<file path="config.mk">
export PLATFORM = sky130hd
export DESIGN_NAME = perf_error_counters
export DESIGN_NICKNAME = d
export VERILOG_FILES = /design/src/perf_count_pkg.sv /design/src/perf_error_counters.sv /design/src/line_violation_detect.sv
export SDC_FILE = /design/constraint.sdc
export NUM_CORES = 1
export LEC_CHECK = 0
export ABC_AREA = 1
export BUFFER_PORTS_ARGS = -buffer_cell sky130_fd_sc_hd__buf_2
export CAP_MARGIN = 20
export CORE_UTILIZATION = 55
export CTS_CLUSTER_SIZE = 24
export DETAILED_ROUTE_END_ITERATION = 10
export GPL_TIMING_DRIVEN = 0
export PLACE_DENSITY = 0.73
export SKIP_CTS_REPAIR_TIMING = 1
export SYNTH_ARGS = -nofsm -noshare
export SYNTH_HDL_FRONTEND = slang
export SYNTH_SLANG_ARGS = --single-unit
</file>
<file path="constraint.sdc">
create_clock -name clk_sys_in -period 4.8 [get_ports clk_sys_in]
set_clock_uncertainty 0.05 [all_clocks]
set_input_delay 0.24 -clock clk_sys_in [delete_from_list [all_inputs] [get_ports clk_sys_in]]
set_output_delay 0.24 -clock clk_sys_in [all_outputs]
set_load 0.1 [all_outputs]
</file>
<file path="src/perf_count_pkg.sv">
// constants, field layouts and carrier types for the e1 error counter block
// assumes one 20 MHz system clock and a byte-wide register port
// ----------------------------------------------------------------------------
// How it works
// RULE_01: snapshot counts each second, or each 62.5 ms
// RULE_02: readable copies hold previous interval, stay stable
// RULE_03: boundaries come from the interval timer event
// RULE_04: 16-bit violation count at 0x00 and 0x01
// RULE_05: select 0 counts bipolar violations
// RULE_06: skip hdb3 substitution violations when decoding hdb3
// RULE_07: select 1 counts code violations
// RULE_08: software picks mode to suit line code
// RULE_09: violation counter counts in every sync state
// RULE_10: violation counter saturates at 65535
// RULE_11: 10-bit crc4 count at 0x02[1:0] and 0x03
// RULE_12: crc4/e-bit held on fas or crc4 loss
// RULE_13: crc4/e-bit counters need no saturation
// RULE_14: count each received e bit equal zero
// RULE_15: 10-bit e-bit count at 0x04[1:0] and 0x05
// RULE_16: 12-bit counter of fas word errors
// RULE_17: fas counter held only on frame sync loss
// RULE_18: fas bits 11:6 at 0x02, 5:0 at 0x04
// RULE_19: shared bytes carry crc4 and e-bit tops
// RULE_20: mask bit 0 masks, 1 enables source
// RULE_21: mask bits gate the eight listed sources
// RULE_22: copy and restart in one cycle
// ----------------------------------------------------------------------------
package perf_count_pkg;

    // ------------------------------------------------------------------------
    // register offsets
    // ------------------------------------------------------------------------
    localparam logic [7:0] VIOLATION_COUNT_HIGH_ADDR = 8'h00;
    localparam logic [7:0] VIOLATION_COUNT_LOW_ADDR = 8'h01;
    localparam logic [7:0] CRC_FAS_HIGH_ADDR = 8'h02;
    localparam logic [7:0] CRC_COUNT_LOW_ADDR = 8'h03;
    localparam logic [7:0] EBIT_FAS_LOW_ADDR = 8'h04;
    localparam logic [7:0] EBIT_COUNT_LOW_ADDR = 8'h05;
    localparam logic [7:0] INTERRUPT_MASK_TWO_ADDR = 8'h17;
    localparam logic [7:0] COUNT_CONTROL_ADDR = 8'h1a;

    // ------------------------------------------------------------------------
    // fields and reset values
    // ------------------------------------------------------------------------
    localparam int VIOLATION_WIDTH = 16;
    localparam int CRC_WIDTH = 10;
    localparam int EBIT_WIDTH = 10;
    localparam int FAS_WIDTH = 12;
    localparam int SHARED_TOP_LSB = 2;
    localparam int CTRL_INTERVAL_BIT = 2;
    localparam int CTRL_VIOLATION_TYPE_BIT = 1;
    localparam int CTRL_HDB3_BIT = 0;
    localparam int MASK_TIMER_BIT = 4;
    localparam logic [7:0] INTERRUPT_MASK_RESET = 8'h00;
    localparam logic [2:0] COUNT_CONTROL_RESET = 3'h0;
    localparam logic [7:0] UNMAPPED_READ = 8'h00;

    // ------------------------------------------------------------------------
    // timing
    // ------------------------------------------------------------------------
    localparam int CLK_PERIOD_NS = 50;
    localparam int ONE_SECOND_NS = 1000000000;
    localparam int FAST_INTERVAL_NS = 62500000;
    localparam int ONE_SECOND_CYCLES = ONE_SECOND_NS / CLK_PERIOD_NS;
    localparam int FAST_INTERVAL_CYCLES = FAST_INTERVAL_NS / CLK_PERIOD_NS;

    // ------------------------------------------------------------------------
    // carriers
    // ------------------------------------------------------------------------
    typedef struct packed {
        logic frame_sync_lost;
        logic crc_mf_sync_lost;
        logic cas_mf_sync_lost;
    } sync_state_type;

    typedef struct packed {
        logic crc_error;
        logic ebit_seen;
        logic ebit_value;
        logic fas_error;
    } frame_event_type;

    typedef struct packed {
        logic interval_fast;
        logic count_code_violations;
        logic hdb3_enable;
    } count_control_type;

endpackage

</file>
<file path="src/perf_error_counters.sv">
// four e1 performance error counters with interval snapshot and mask register
// assumes framer events and bit tick are on clk_sys_in; rail pins are async
//
// Local design decision: the plain strobed port.
`timescale 1ns/1ps
module perf_error_counters
    import perf_count_pkg::*;
#(
    parameter int SECOND_CYCLES = ONE_SECOND_CYCLES,
    parameter int FAST_CYCLES = FAST_INTERVAL_CYCLES
)
(
    input wire logic clk_sys_in,
    input wire logic rst_n_in,
    input wire logic [7:0] reg_addr_in,
    input wire logic [7:0] reg_wdata_in,
    input wire logic reg_write_in,
    input wire logic reg_read_in,
    output logic [7:0] reg_rdata_out,
    input wire logic rx_pos_in,
    input wire logic rx_neg_in,
    input wire logic rx_bit_tick_in,
    input wire frame_event_type frame_event_in,
    input wire sync_state_type sync_state_in,
    input wire logic [7:0] irq_sources_in,
    output logic interval_timer_event_out,
    output logic int_request_out
);
    // ------------------------------------------------------------------------
    // registers and wires
    // ------------------------------------------------------------------------
    logic [1:0] pos_sync_q;
    logic [1:0] neg_sync_q;
    logic violation;
    logic [31:0] timer_q;
    logic [31:0] period;
    logic boundary;
    logic [VIOLATION_WIDTH-1:0] vio_run_q;
    logic [CRC_WIDTH-1:0] crc_run_q;
    logic [EBIT_WIDTH-1:0] ebit_run_q;
    logic [FAS_WIDTH-1:0] fas_run_q;
    logic [VIOLATION_WIDTH-1:0] vio_hold_q;
    logic [CRC_WIDTH-1:0] crc_hold_q;
    logic [EBIT_WIDTH-1:0] ebit_hold_q;
    logic [FAS_WIDTH-1:0] fas_hold_q;
    logic [7:0] mask_q;
    count_control_type ctrl_q;
    logic [7:0] rdata_d;
    logic crc_enable;
    logic ebit_event;
    logic vio_full;

    // ------------------------------------------------------------------------
    // pin synchronisers
    // ------------------------------------------------------------------------
    always_ff @(posedge clk_sys_in or negedge rst_n_in)
    begin
        if (!rst_n_in)
        begin
            pos_sync_q <= 2'h0;
            neg_sync_q <= 2'h0;
        end
        else
        begin
            pos_sync_q <= {pos_sync_q[0], rx_pos_in};
            neg_sync_q <= {neg_sync_q[0], rx_neg_in};
        end
    end

    line_violation_detect u_detect (
        .clk_sys_in(clk_sys_in),
        .rst_n_in(rst_n_in),
        .bit_tick_in(rx_bit_tick_in),
        .pos_in(pos_sync_q[1]),
        .neg_in(neg_sync_q[1]),
        .count_code_violations_in(ctrl_q.count_code_violations),
        .hdb3_enable_in(ctrl_q.hdb3_enable),
        .violation_out(violation)
    );

    // ------------------------------------------------------------------------
    // interval timer
    // ------------------------------------------------------------------------
    // switching the interval select mid-interval restarts nothing; the
    // running count simply meets the new period or wraps at the next boundary
    assign period = ctrl_q.interval_fast ? 32'(FAST_CYCLES)
                                         : 32'(SECOND_CYCLES); // RULE_01
    assign boundary = (timer_q >= period - 32'h1); // RULE_03

    always_ff @(posedge clk_sys_in or negedge rst_n_in)
    begin
        if (!rst_n_in)
        begin
            timer_q <= 32'h0;
        end
        else if (boundary)
        begin
            timer_q <= 32'h0;
        end
        else
        begin
            timer_q <= timer_q + 32'h1;
        end
    end

    always_ff @(posedge clk_sys_in or negedge rst_n_in)
    begin
        if (!rst_n_in)
        begin
            interval_timer_event_out <= 1'b0;
        end
        else
        begin
            interval_timer_event_out <= boundary; // RULE_03
        end
    end

    // ------------------------------------------------------------------------
    // running counters
    // ------------------------------------------------------------------------
    assign vio_full = &vio_run_q;
    assign crc_enable = !sync_state_in.frame_sync_lost
        && !sync_state_in.crc_mf_sync_lost; // RULE_12
    assign ebit_event = frame_event_in.ebit_seen && !frame_event_in.ebit_value; // RULE_14

    // an event in the boundary cycle opens the new interval, so it is
    // neither lost nor counted twice
    always_ff @(posedge clk_sys_in or negedge rst_n_in)
    begin
        if (!rst_n_in)
        begin
            vio_run_q <= '0;
        end
        else if (boundary)
        begin
            vio_run_q <= VIOLATION_WIDTH'(violation); // RULE_22
        end
        else if (violation && !vio_full)
        begin
            vio_run_q <= vio_run_q + VIOLATION_WIDTH'(1); // RULE_09 RULE_10
        end
    end

    always_ff @(posedge clk_sys_in or negedge rst_n_in)
    begin
        if (!rst_n_in)
        begin
            crc_run_q <= '0;
        end
        else if (boundary)
        begin
            crc_run_q <= CRC_WIDTH'(crc_enable && frame_event_in.crc_error); // RULE_22
        end
        else if (crc_enable && frame_event_in.crc_error)
        begin
            crc_run_q <= crc_run_q + CRC_WIDTH'(1); // RULE_13
        end
    end

    always_ff @(posedge clk_sys_in or negedge rst_n_in)
    begin
        if (!rst_n_in)
        begin
            ebit_run_q <= '0;
        end
        else if (boundary)
        begin
            ebit_run_q <= EBIT_WIDTH'(crc_enable && ebit_event); // RULE_22
        end
        else if (crc_enable && ebit_event)
        begin
            ebit_run_q <= ebit_run_q + EBIT_WIDTH'(1); // RULE_12 RULE_14
        end
    end

    always_ff @(posedge clk_sys_in or negedge rst_n_in)
    begin
        if (!rst_n_in)
        begin
            fas_run_q <= '0;
        end
        else if (boundary)
        begin
            fas_run_q <= FAS_WIDTH'(!sync_state_in.frame_sync_lost
                && frame_event_in.fas_error); // RULE_22
        end
        else if (!sync_state_in.frame_sync_lost && frame_event_in.fas_error)
        begin
            fas_run_q <= fas_run_q + FAS_WIDTH'(1); // RULE_16 RULE_17
        end
    end

    // ------------------------------------------------------------------------
    // readable snapshots
    // ------------------------------------------------------------------------
    always_ff @(posedge clk_sys_in or negedge rst_n_in)
    begin
        if (!rst_n_in)
        begin
            vio_hold_q <= '0;
            crc_hold_q <= '0;
            ebit_hold_q <= '0;
            fas_hold_q <= '0;
        end
        else if (boundary)
        begin
            vio_hold_q <= vio_run_q; // RULE_01 RULE_02
            crc_hold_q <= crc_run_q; // RULE_01 RULE_02
            ebit_hold_q <= ebit_run_q; // RULE_01 RULE_02
            fas_hold_q <= fas_run_q; // RULE_01 RULE_02
        end
    end

    // ------------------------------------------------------------------------
    // register port
    // ------------------------------------------------------------------------
    always_ff @(posedge clk_sys_in or negedge rst_n_in)
    begin
        if (!rst_n_in)
        begin
            mask_q <= INTERRUPT_MASK_RESET;
            ctrl_q <= COUNT_CONTROL_RESET;
        end
        else if (reg_write_in)
        begin
            if (reg_addr_in == INTERRUPT_MASK_TWO_ADDR)
            begin
                mask_q <= reg_wdata_in;
            end
            if (reg_addr_in == COUNT_CONTROL_ADDR)
            begin
                ctrl_q.interval_fast <= reg_wdata_in[CTRL_INTERVAL_BIT];
                ctrl_q.count_code_violations <= reg_wdata_in[CTRL_VIOLATION_TYPE_BIT];
                ctrl_q.hdb3_enable <= reg_wdata_in[CTRL_HDB3_BIT];
            end
        end
    end

    always_comb
    begin
        rdata_d = UNMAPPED_READ;
        unique case (reg_addr_in)
            VIOLATION_COUNT_HIGH_ADDR: rdata_d = vio_hold_q[15:8]; // RULE_04
            VIOLATION_COUNT_LOW_ADDR: rdata_d = vio_hold_q[7:0]; // RULE_04
            CRC_FAS_HIGH_ADDR: rdata_d = {fas_hold_q[11:6], crc_hold_q[9:8]}; // RULE_11 RULE_18 RULE_19
            CRC_COUNT_LOW_ADDR: rdata_d = crc_hold_q[7:0]; // RULE_11
            EBIT_FAS_LOW_ADDR: rdata_d = {fas_hold_q[5:0], ebit_hold_q[9:8]}; // RULE_15 RULE_18 RULE_19
            EBIT_COUNT_LOW_ADDR: rdata_d = ebit_hold_q[7:0]; // RULE_15
            INTERRUPT_MASK_TWO_ADDR: rdata_d = mask_q;
            COUNT_CONTROL_ADDR: rdata_d = {5'h00, ctrl_q};
            default: rdata_d = UNMAPPED_READ;
        endcase
    end

    // read data stand only in the cycle after the strobe
    always_ff @(posedge clk_sys_in or negedge rst_n_in)
    begin
        if (!rst_n_in)
        begin
            reg_rdata_out <= 8'h00;
        end
        else if (reg_read_in)
        begin
            reg_rdata_out <= rdata_d;
        end
        else
        begin
            reg_rdata_out <= 8'h00;
        end
    end

    // ------------------------------------------------------------------------
    // interrupt gating
    // ------------------------------------------------------------------------
    // bit 4 is fed by this block's own timer; the other sources come from outside
    always_ff @(posedge clk_sys_in or negedge rst_n_in)
    begin
        if (!rst_n_in)
        begin
            int_request_out <= 1'b0;
        end
        else
        begin
            int_request_out <= |(mask_q & {irq_sources_in[7:5],
                interval_timer_event_out, irq_sources_in[3:0]}); // RULE_20 RULE_21
        end
    end

    // ------------------------------------------------------------------------
    // assertions
    // ------------------------------------------------------------------------
    logic [31:0] since_boundary_q;

    always_ff @(posedge clk_sys_in or negedge rst_n_in)
    begin
        if (!rst_n_in)
        begin
            since_boundary_q <= 32'h0;
        end
        else if (boundary)
        begin
            since_boundary_q <= 32'h0;
        end
        else
        begin
            since_boundary_q <= since_boundary_q + 32'h1;
        end
    end

    a_snapshot_copy: assert property (@(posedge clk_sys_in) disable iff (!rst_n_in) // RULE_01
        boundary |=> (vio_hold_q == $past(vio_run_q)) && (fas_hold_q == $past(fas_run_q)))
        else $error("snapshot does not match running count");

    a_hold_stable: assert property (@(posedge clk_sys_in) disable iff (!rst_n_in) // RULE_02
        !boundary |=> $stable(vio_hold_q) && $stable(crc_hold_q) && $stable(ebit_hold_q))
        else $error("readable count changed inside an interval");

    // a late switch to the short period may leave the count past it for the boundary cycle
    a_interval_length: assert property (@(posedge clk_sys_in) disable iff (!rst_n_in) // RULE_03
        (since_boundary_q < period) || boundary)
        else $error("interval ran past its period");

    a_vio_saturate: assert property (@(posedge clk_sys_in) disable iff (!rst_n_in) // RULE_10
        (vio_full && !boundary) |=> vio_full)
        else $error("violation counter wrapped");

    a_vio_counts: assert property (@(posedge clk_sys_in) disable iff (!rst_n_in) // RULE_09
        (violation && !vio_full && !boundary) |=> vio_run_q == $past(vio_run_q) + 16'h1)
        else $error("violation not counted");

    a_crc_held: assert property (@(posedge clk_sys_in) disable iff (!rst_n_in) // RULE_12
        (sync_state_in.crc_mf_sync_lost && !boundary) |=> $stable(crc_run_q) && $stable(ebit_run_q))
        else $error("crc4 or e-bit counted during sync loss");

    a_fas_held: assert property (@(posedge clk_sys_in) disable iff (!rst_n_in) // RULE_17
        (sync_state_in.frame_sync_lost && !boundary) |=> $stable(fas_run_q))
        else $error("fas counted during frame sync loss");

    a_restart_zero: assert property (@(posedge clk_sys_in) disable iff (!rst_n_in) // RULE_22
        (boundary && !violation) |=> vio_run_q == 16'h0)
        else $error("counter not restarted at boundary");

    a_shared_byte: assert property (@(posedge clk_sys_in) disable iff (!rst_n_in) // RULE_18
        (reg_read_in && reg_addr_in == CRC_FAS_HIGH_ADDR)
        |=> reg_rdata_out == {fas_hold_q[11:6], crc_hold_q[9:8]})
        else $error("shared byte layout wrong");

    a_mask_gate: assert property (@(posedge clk_sys_in) disable iff (!rst_n_in) // RULE_20
        (mask_q == 8'h00) |=> !int_request_out)
        else $error("masked source raised interrupt");

    c_boundary: cover property (@(posedge clk_sys_in) disable iff (!rst_n_in) boundary);
    c_saturated: cover property (@(posedge clk_sys_in) disable iff (!rst_n_in) vio_full);
    c_interrupt: cover property (@(posedge clk_sys_in) disable iff (!rst_n_in) int_request_out);
endmodule

</file>
<file path="src/line_violation_detect.sv">
// detects bipolar and code violations on the received dual-rail line
// assumes rail inputs are already in the system clock domain
`timescale 1ns/1ps
module line_violation_detect
    import perf_count_pkg::*;
(
    input wire logic clk_sys_in,
    input wire logic rst_n_in,
    input wire logic bit_tick_in,
    input wire logic pos_in,
    input wire logic neg_in,
    input wire logic count_code_violations_in,
    input wire logic hdb3_enable_in,
    output logic violation_out
);
    logic last_mark_neg_q;
    logic last_v_neg_q;
    logic [2:0] zero_hist_q;
    logic last_was_v_q;
    logic seen_mark_q;
    logic mark;
    logic mark_neg;
    logic bpv;
    logic substitution;
    logic code_violation;
    logic violation_d;

    assign mark = pos_in ^ neg_in;
    assign mark_neg = neg_in;
    // two marks of one polarity in a row
    // the first mark after reset has no earlier mark to clash with
    assign bpv = mark && seen_mark_q && (mark_neg == last_mark_neg_q); // RULE_05
    // 000v or b00v: two zeros before v, and before that a zero or a plain mark
    assign substitution = zero_hist_q[0] && zero_hist_q[1]
        && (zero_hist_q[2] || !last_was_v_q); // RULE_06
    // consecutive violations of the same polarity
    assign code_violation = bpv && (mark_neg == last_v_neg_q); // RULE_07

    always_comb
    begin
        if (count_code_violations_in)
        begin
            violation_d = bit_tick_in && code_violation; // RULE_07
        end
        else
        begin
            violation_d = bit_tick_in && bpv
                && !(hdb3_enable_in && substitution); // RULE_06
        end
    end

    always_ff @(posedge clk_sys_in or negedge rst_n_in)
    begin
        if (!rst_n_in)
        begin
            last_mark_neg_q <= 1'b0;
            last_v_neg_q <= 1'b0;
            zero_hist_q <= 3'h0;
            last_was_v_q <= 1'b0;
            seen_mark_q <= 1'b0;
        end
        else if (bit_tick_in)
        begin
            zero_hist_q <= {zero_hist_q[1:0], !mark};
            if (mark)
            begin
                last_mark_neg_q <= mark_neg;
                last_was_v_q <= bpv;
                seen_mark_q <= 1'b1;
            end
            if (bpv)
            begin
                last_v_neg_q <= mark_neg;
            end
        end
    end

    always_ff @(posedge clk_sys_in or negedge rst_n_in)
    begin
        if (!rst_n_in)
        begin
            violation_out <= 1'b0;
        end
        else
        begin
            violation_out <= violation_d;
        end
    end
endmodule

</file>
==> run summary <==
The initialized floorplan defines 43 standard-cell rows. The power density over the cells came out at 325 nW/um^2. The number of global-route vias before repair is 6056. The worst-case hold slack is -0.00785 ns. The worst relative slew slack came out at 0.245. The number of vias in the routed layout is 6614. The largest single stage delay on the critical path is 0.57 ns.

The final instance count without filler cells is 1235. The die covers 14900 um^2. The count of buffers inserted at the top-level ports is 45. The number of enable flip-flop cells after synthesis came out at 0. Setup violations remaining at the end of the flow were counted as 0.

The CTS clock-pin slew for the worst setup and hold paths came out at 0.06 ns. The share of post-route cells with drive strength above 1 is 0.113. The number of cells in the design after placement came out at 1200.

The worst hold-check path type is in2reg. The count of warnings emitted by yosys came out at 0. The overall overflow remaining after global route came out at 0. Walking the worst path, the cells encountered are inv_1 > ha_1 > nand2_1 > nand2_1 > nand2_1 > nand2_1 > nand2_1 > nand3_1 > nand2_2 > nand2_2 > inv_2 > buf_2 > o21ai_0. In the routed layout, each cell is associated on average with a via count of 5.36.

Measured along the y axis, the die boundary spans 122 um. The worst hold path begins at reg_wdata_in[0]. The post-route total power came out at 2.94 mW. The core outline area came out at 13900 um^2. The tree built by TritonCTS fans out to 161 sinks.

The initial standard-cell utilization of the core is 0.568. Among all stages on the critical path, the largest delay is contributed by dfrtp_1. The pin slew with the least headroom to its limit came out at 1.12 ns. The area growth from synthesis to layout is 14.5%.

The number of cells traversed by the worst register-to-register path came out at 13. The width of the chip is 122 um. The worst endpoint required time came out at 5.05 ns. Detailed placement finished with a half-perimeter wire length of 13.6 mm. For this run, the share of the core covered by cells in the final layout is 0.650. For this design the top-level I/O count stands at 48. The number of pins exceeding their max-slew limit in the final report is 0. The TritonCTS clock tree is built. The nature of the critical path endpoint is a flip-flop. The pin count of the biggest net entering global routing is 87. The worst register-to-register path begins at ctrl_q[2].

The flow ran to the end, but the final reports show violations. The first TritonRoute pass finished after 5 iterations. For this run, the post-layout net count is 1095. The reported max-cap violation count came out at 0. At the end of routability-driven placement, the weighted congestion stood at 0.871. Setup repair after global routing left no endpoint under its margin. The first-pass GRT wire length is 30.5 mm. Of all nets on the critical path, the largest fanout is 10.

The peak supply drop came out at 0.346 mV. The total track usage is 0.275. The path with the worst hold slack has its endpoint at ctrl_q[0].

The clock reaches the later pin of the worst-skew pair after 0.43 ns. The share of the clock period used by the worst path is 0.560. The total routed wirelength came out at 19.0 mm. The total CTS buffers is 17. The number of failing hold endpoints at the final stage is 2.

The number of DRC markers after the initial detailed-route iteration is 501. The worst register-to-register path ends at fas_hold_q[7]. The data arrival time of the worst path came out at 2.94 ns. The worst setup path is of the reg2reg kind. The minimum setup slack among reg-to-reg paths is 2.11 ns. Of the synthesized area, sequential elements account for 0.509. The final critical delay including setup and external delays is 2.69 ns. The analysis attributes to cell leakage a power of 4.17 nW. The cell count after synthesis came out at 969. The final reports fail on negative hold slack. The number of distinct library cells after synthesis is 38. The number of H-tree levels came out at 4. After detailed routing, the average wire length per cell comes to 15.4 um. STA classifies the critical path startpoint as a flip-flop. Synthesis inferred 161 register bits. CTS placed an instance of clkbuf_16 at the clock tree root. Among the stages of the critical path, the cell type that occurs most often is nand2_1. The most used flip-flop cell after synthesis is dfrtp_1. In this run the mean area of a mapped cell was 8.16 um^2. After detailed routing, the number of remaining DRC violations is 0. The antenna diode count is 0. The maximum buffer depth of the clock tree came out at 2. The timing-limited maximum frequency came out at 372 MHz. In the layout the commonest cells are nand2_1 (245), dfrtp_1 (161), nor2_1 (132).

The number of nets with antenna violations after detailed routing is 0. Adding up every negative setup slack in the final design gives 0 ns. The library cell used most frequently in the layout, excluding fill and tap cells, is nand2_1. The post-synthesis instance area is 7910 um^2. The number of antenna violations at the first check in global routing came out at 0. Counting flops with an async set or reset pin after synthesis yields a share of 1.00. Along the worst hold path, the cell count comes to 3.
[power breakdown]
| group | switching, mW | total, mW | internal [mW] |
|---|---|---|---|
| registers | 0.0180 | 1.40 | 1.38 |
| logic | 0.0919 | 0.132 | 0.0403 |
| clock network | 0.550 | 1.41 | 0.857 |
[worst max-delay path by stage]
stage	depth (start not counted)	start	slack (ns)	end
after CTS	14	ctrl_q[2]	2.12	crc_run_q[9]
after detailed placement	12	ctrl_q[2]	2.15	crc_hold_q[3]
after floorplan	14	ctrl_q[2]	2.83	vio_hold_q[14]
after global placement	1	rst_n_in	0.99	u_detect.last_mark_neg_q
final	13	ctrl_q[2]	2.11	fas_hold_q[7]
after global routing	13	ctrl_q[2]	1.89	fas_hold_q[6]
[area by class of cell]
type                    count  area [um^2]
plain buffers              17          106
clock buffers              22          474
clock inverters            10          133
fillers                  1188         4880
inverters                 132          495
multi-input cells         664         3300
flip-flops and latches    161         4030
well taps                 180          225
repair buffers             49          293
[sequential cells by signal (all words and copies together), names as in the netlist, 10 cells and up]
register	cells
crc_hold_q	10
vio_hold_q	16
fas_hold_q	12
crc_run_q	10
ebit_hold_q	10
fas_run_q	12
ebit_run_q	10
vio_run_q	16
timer_q	32
[kinds of logic after synthesis]
group	share of synthesized area
other	0.000474
adder cells (fa/ha/maj)	0.0237
XOR/XNOR	0.0310
flip-flops	0.509
multiplexers	0.00997
AND/OR/NAND/NOR	0.263
AO/OA/AOI/OAI	0.0862
buffers and inverters	0.0761
[layer usage]
| metal | up-vias | part of all wire | global-route usage | routed length (um) |
|---|---|---|---|---|
| met5 | - | 0 | 0 | 0 |
| met4 | 0 | 0.016 | 0.0895 | 301 |
| met3 | 21 | 0.045 | 0.0478 | 849 |
| met2 | 152 | 0.47 | 0.439 | 9030 |
| met1 | 3203 | 0.46 | 0.381 | 8840 |
| li1 | 3238 | - | - | - |
[cell usage after synthesis, types with 2 or more instances]
cell type  number  area [um^2]
nand3_1        41          205
buf_2           7         35.0
ha_1           15          188
nand4_1        24          150
o21ai_1         7         35.0
o21ai_0        69          345
a221oi_1        2         17.5
inv_2           2         7.51
nor3_2          2         20.0
o21bai_1        4         30.0
a31o_2          4         35.0
clkbuf_1        3         11.3
buf_6           2         22.5
nor2_1        132          495
inv_1         129          484
mux2_2          7         78.8
nand2_2         3         18.8
nor3_1         16         80.1
nor3b_2         7         87.6
nand3b_1        2         15.0
xor2_1         20          175
o22ai_1        10         62.6
a21oi_1        25          125
buf_4           5         37.5
dfrtp_1       161         4030
xnor2_1         8         70.1
nor3b_1         7         52.6
nand2_1       245          920
[metrics by stage]
step | area (um^2) | hold WS (ns) | setup WS [ns]
final | 9050 | -0.00785 | 2.11
after global routing | 9050 | 0.00180 | 1.89
after CTS | 9020 | -0.248 | 2.12
after detailed placement | 8420 | 0.203 | 2.15
after global placement | 8380 | 0.285 | 0.988
after floorplan | 7930 | -0.106 | 2.83
[worst max-delay path, delay by kind of cell, from the launching register on]
| kind | cells | cell delay (ns) |
|---|---|---|
| DFF | 1 | 0.57 |
| and+or+nand+nor | 8 | 0.80 |
| AOI/OAI and AO/OA | 1 | 0.12 |
| adders and majority gates | 1 | 0.34 |
| buffers and inverters | 3 | 0.68 |
Note: power is estimated with default switching activity, not from simulation.
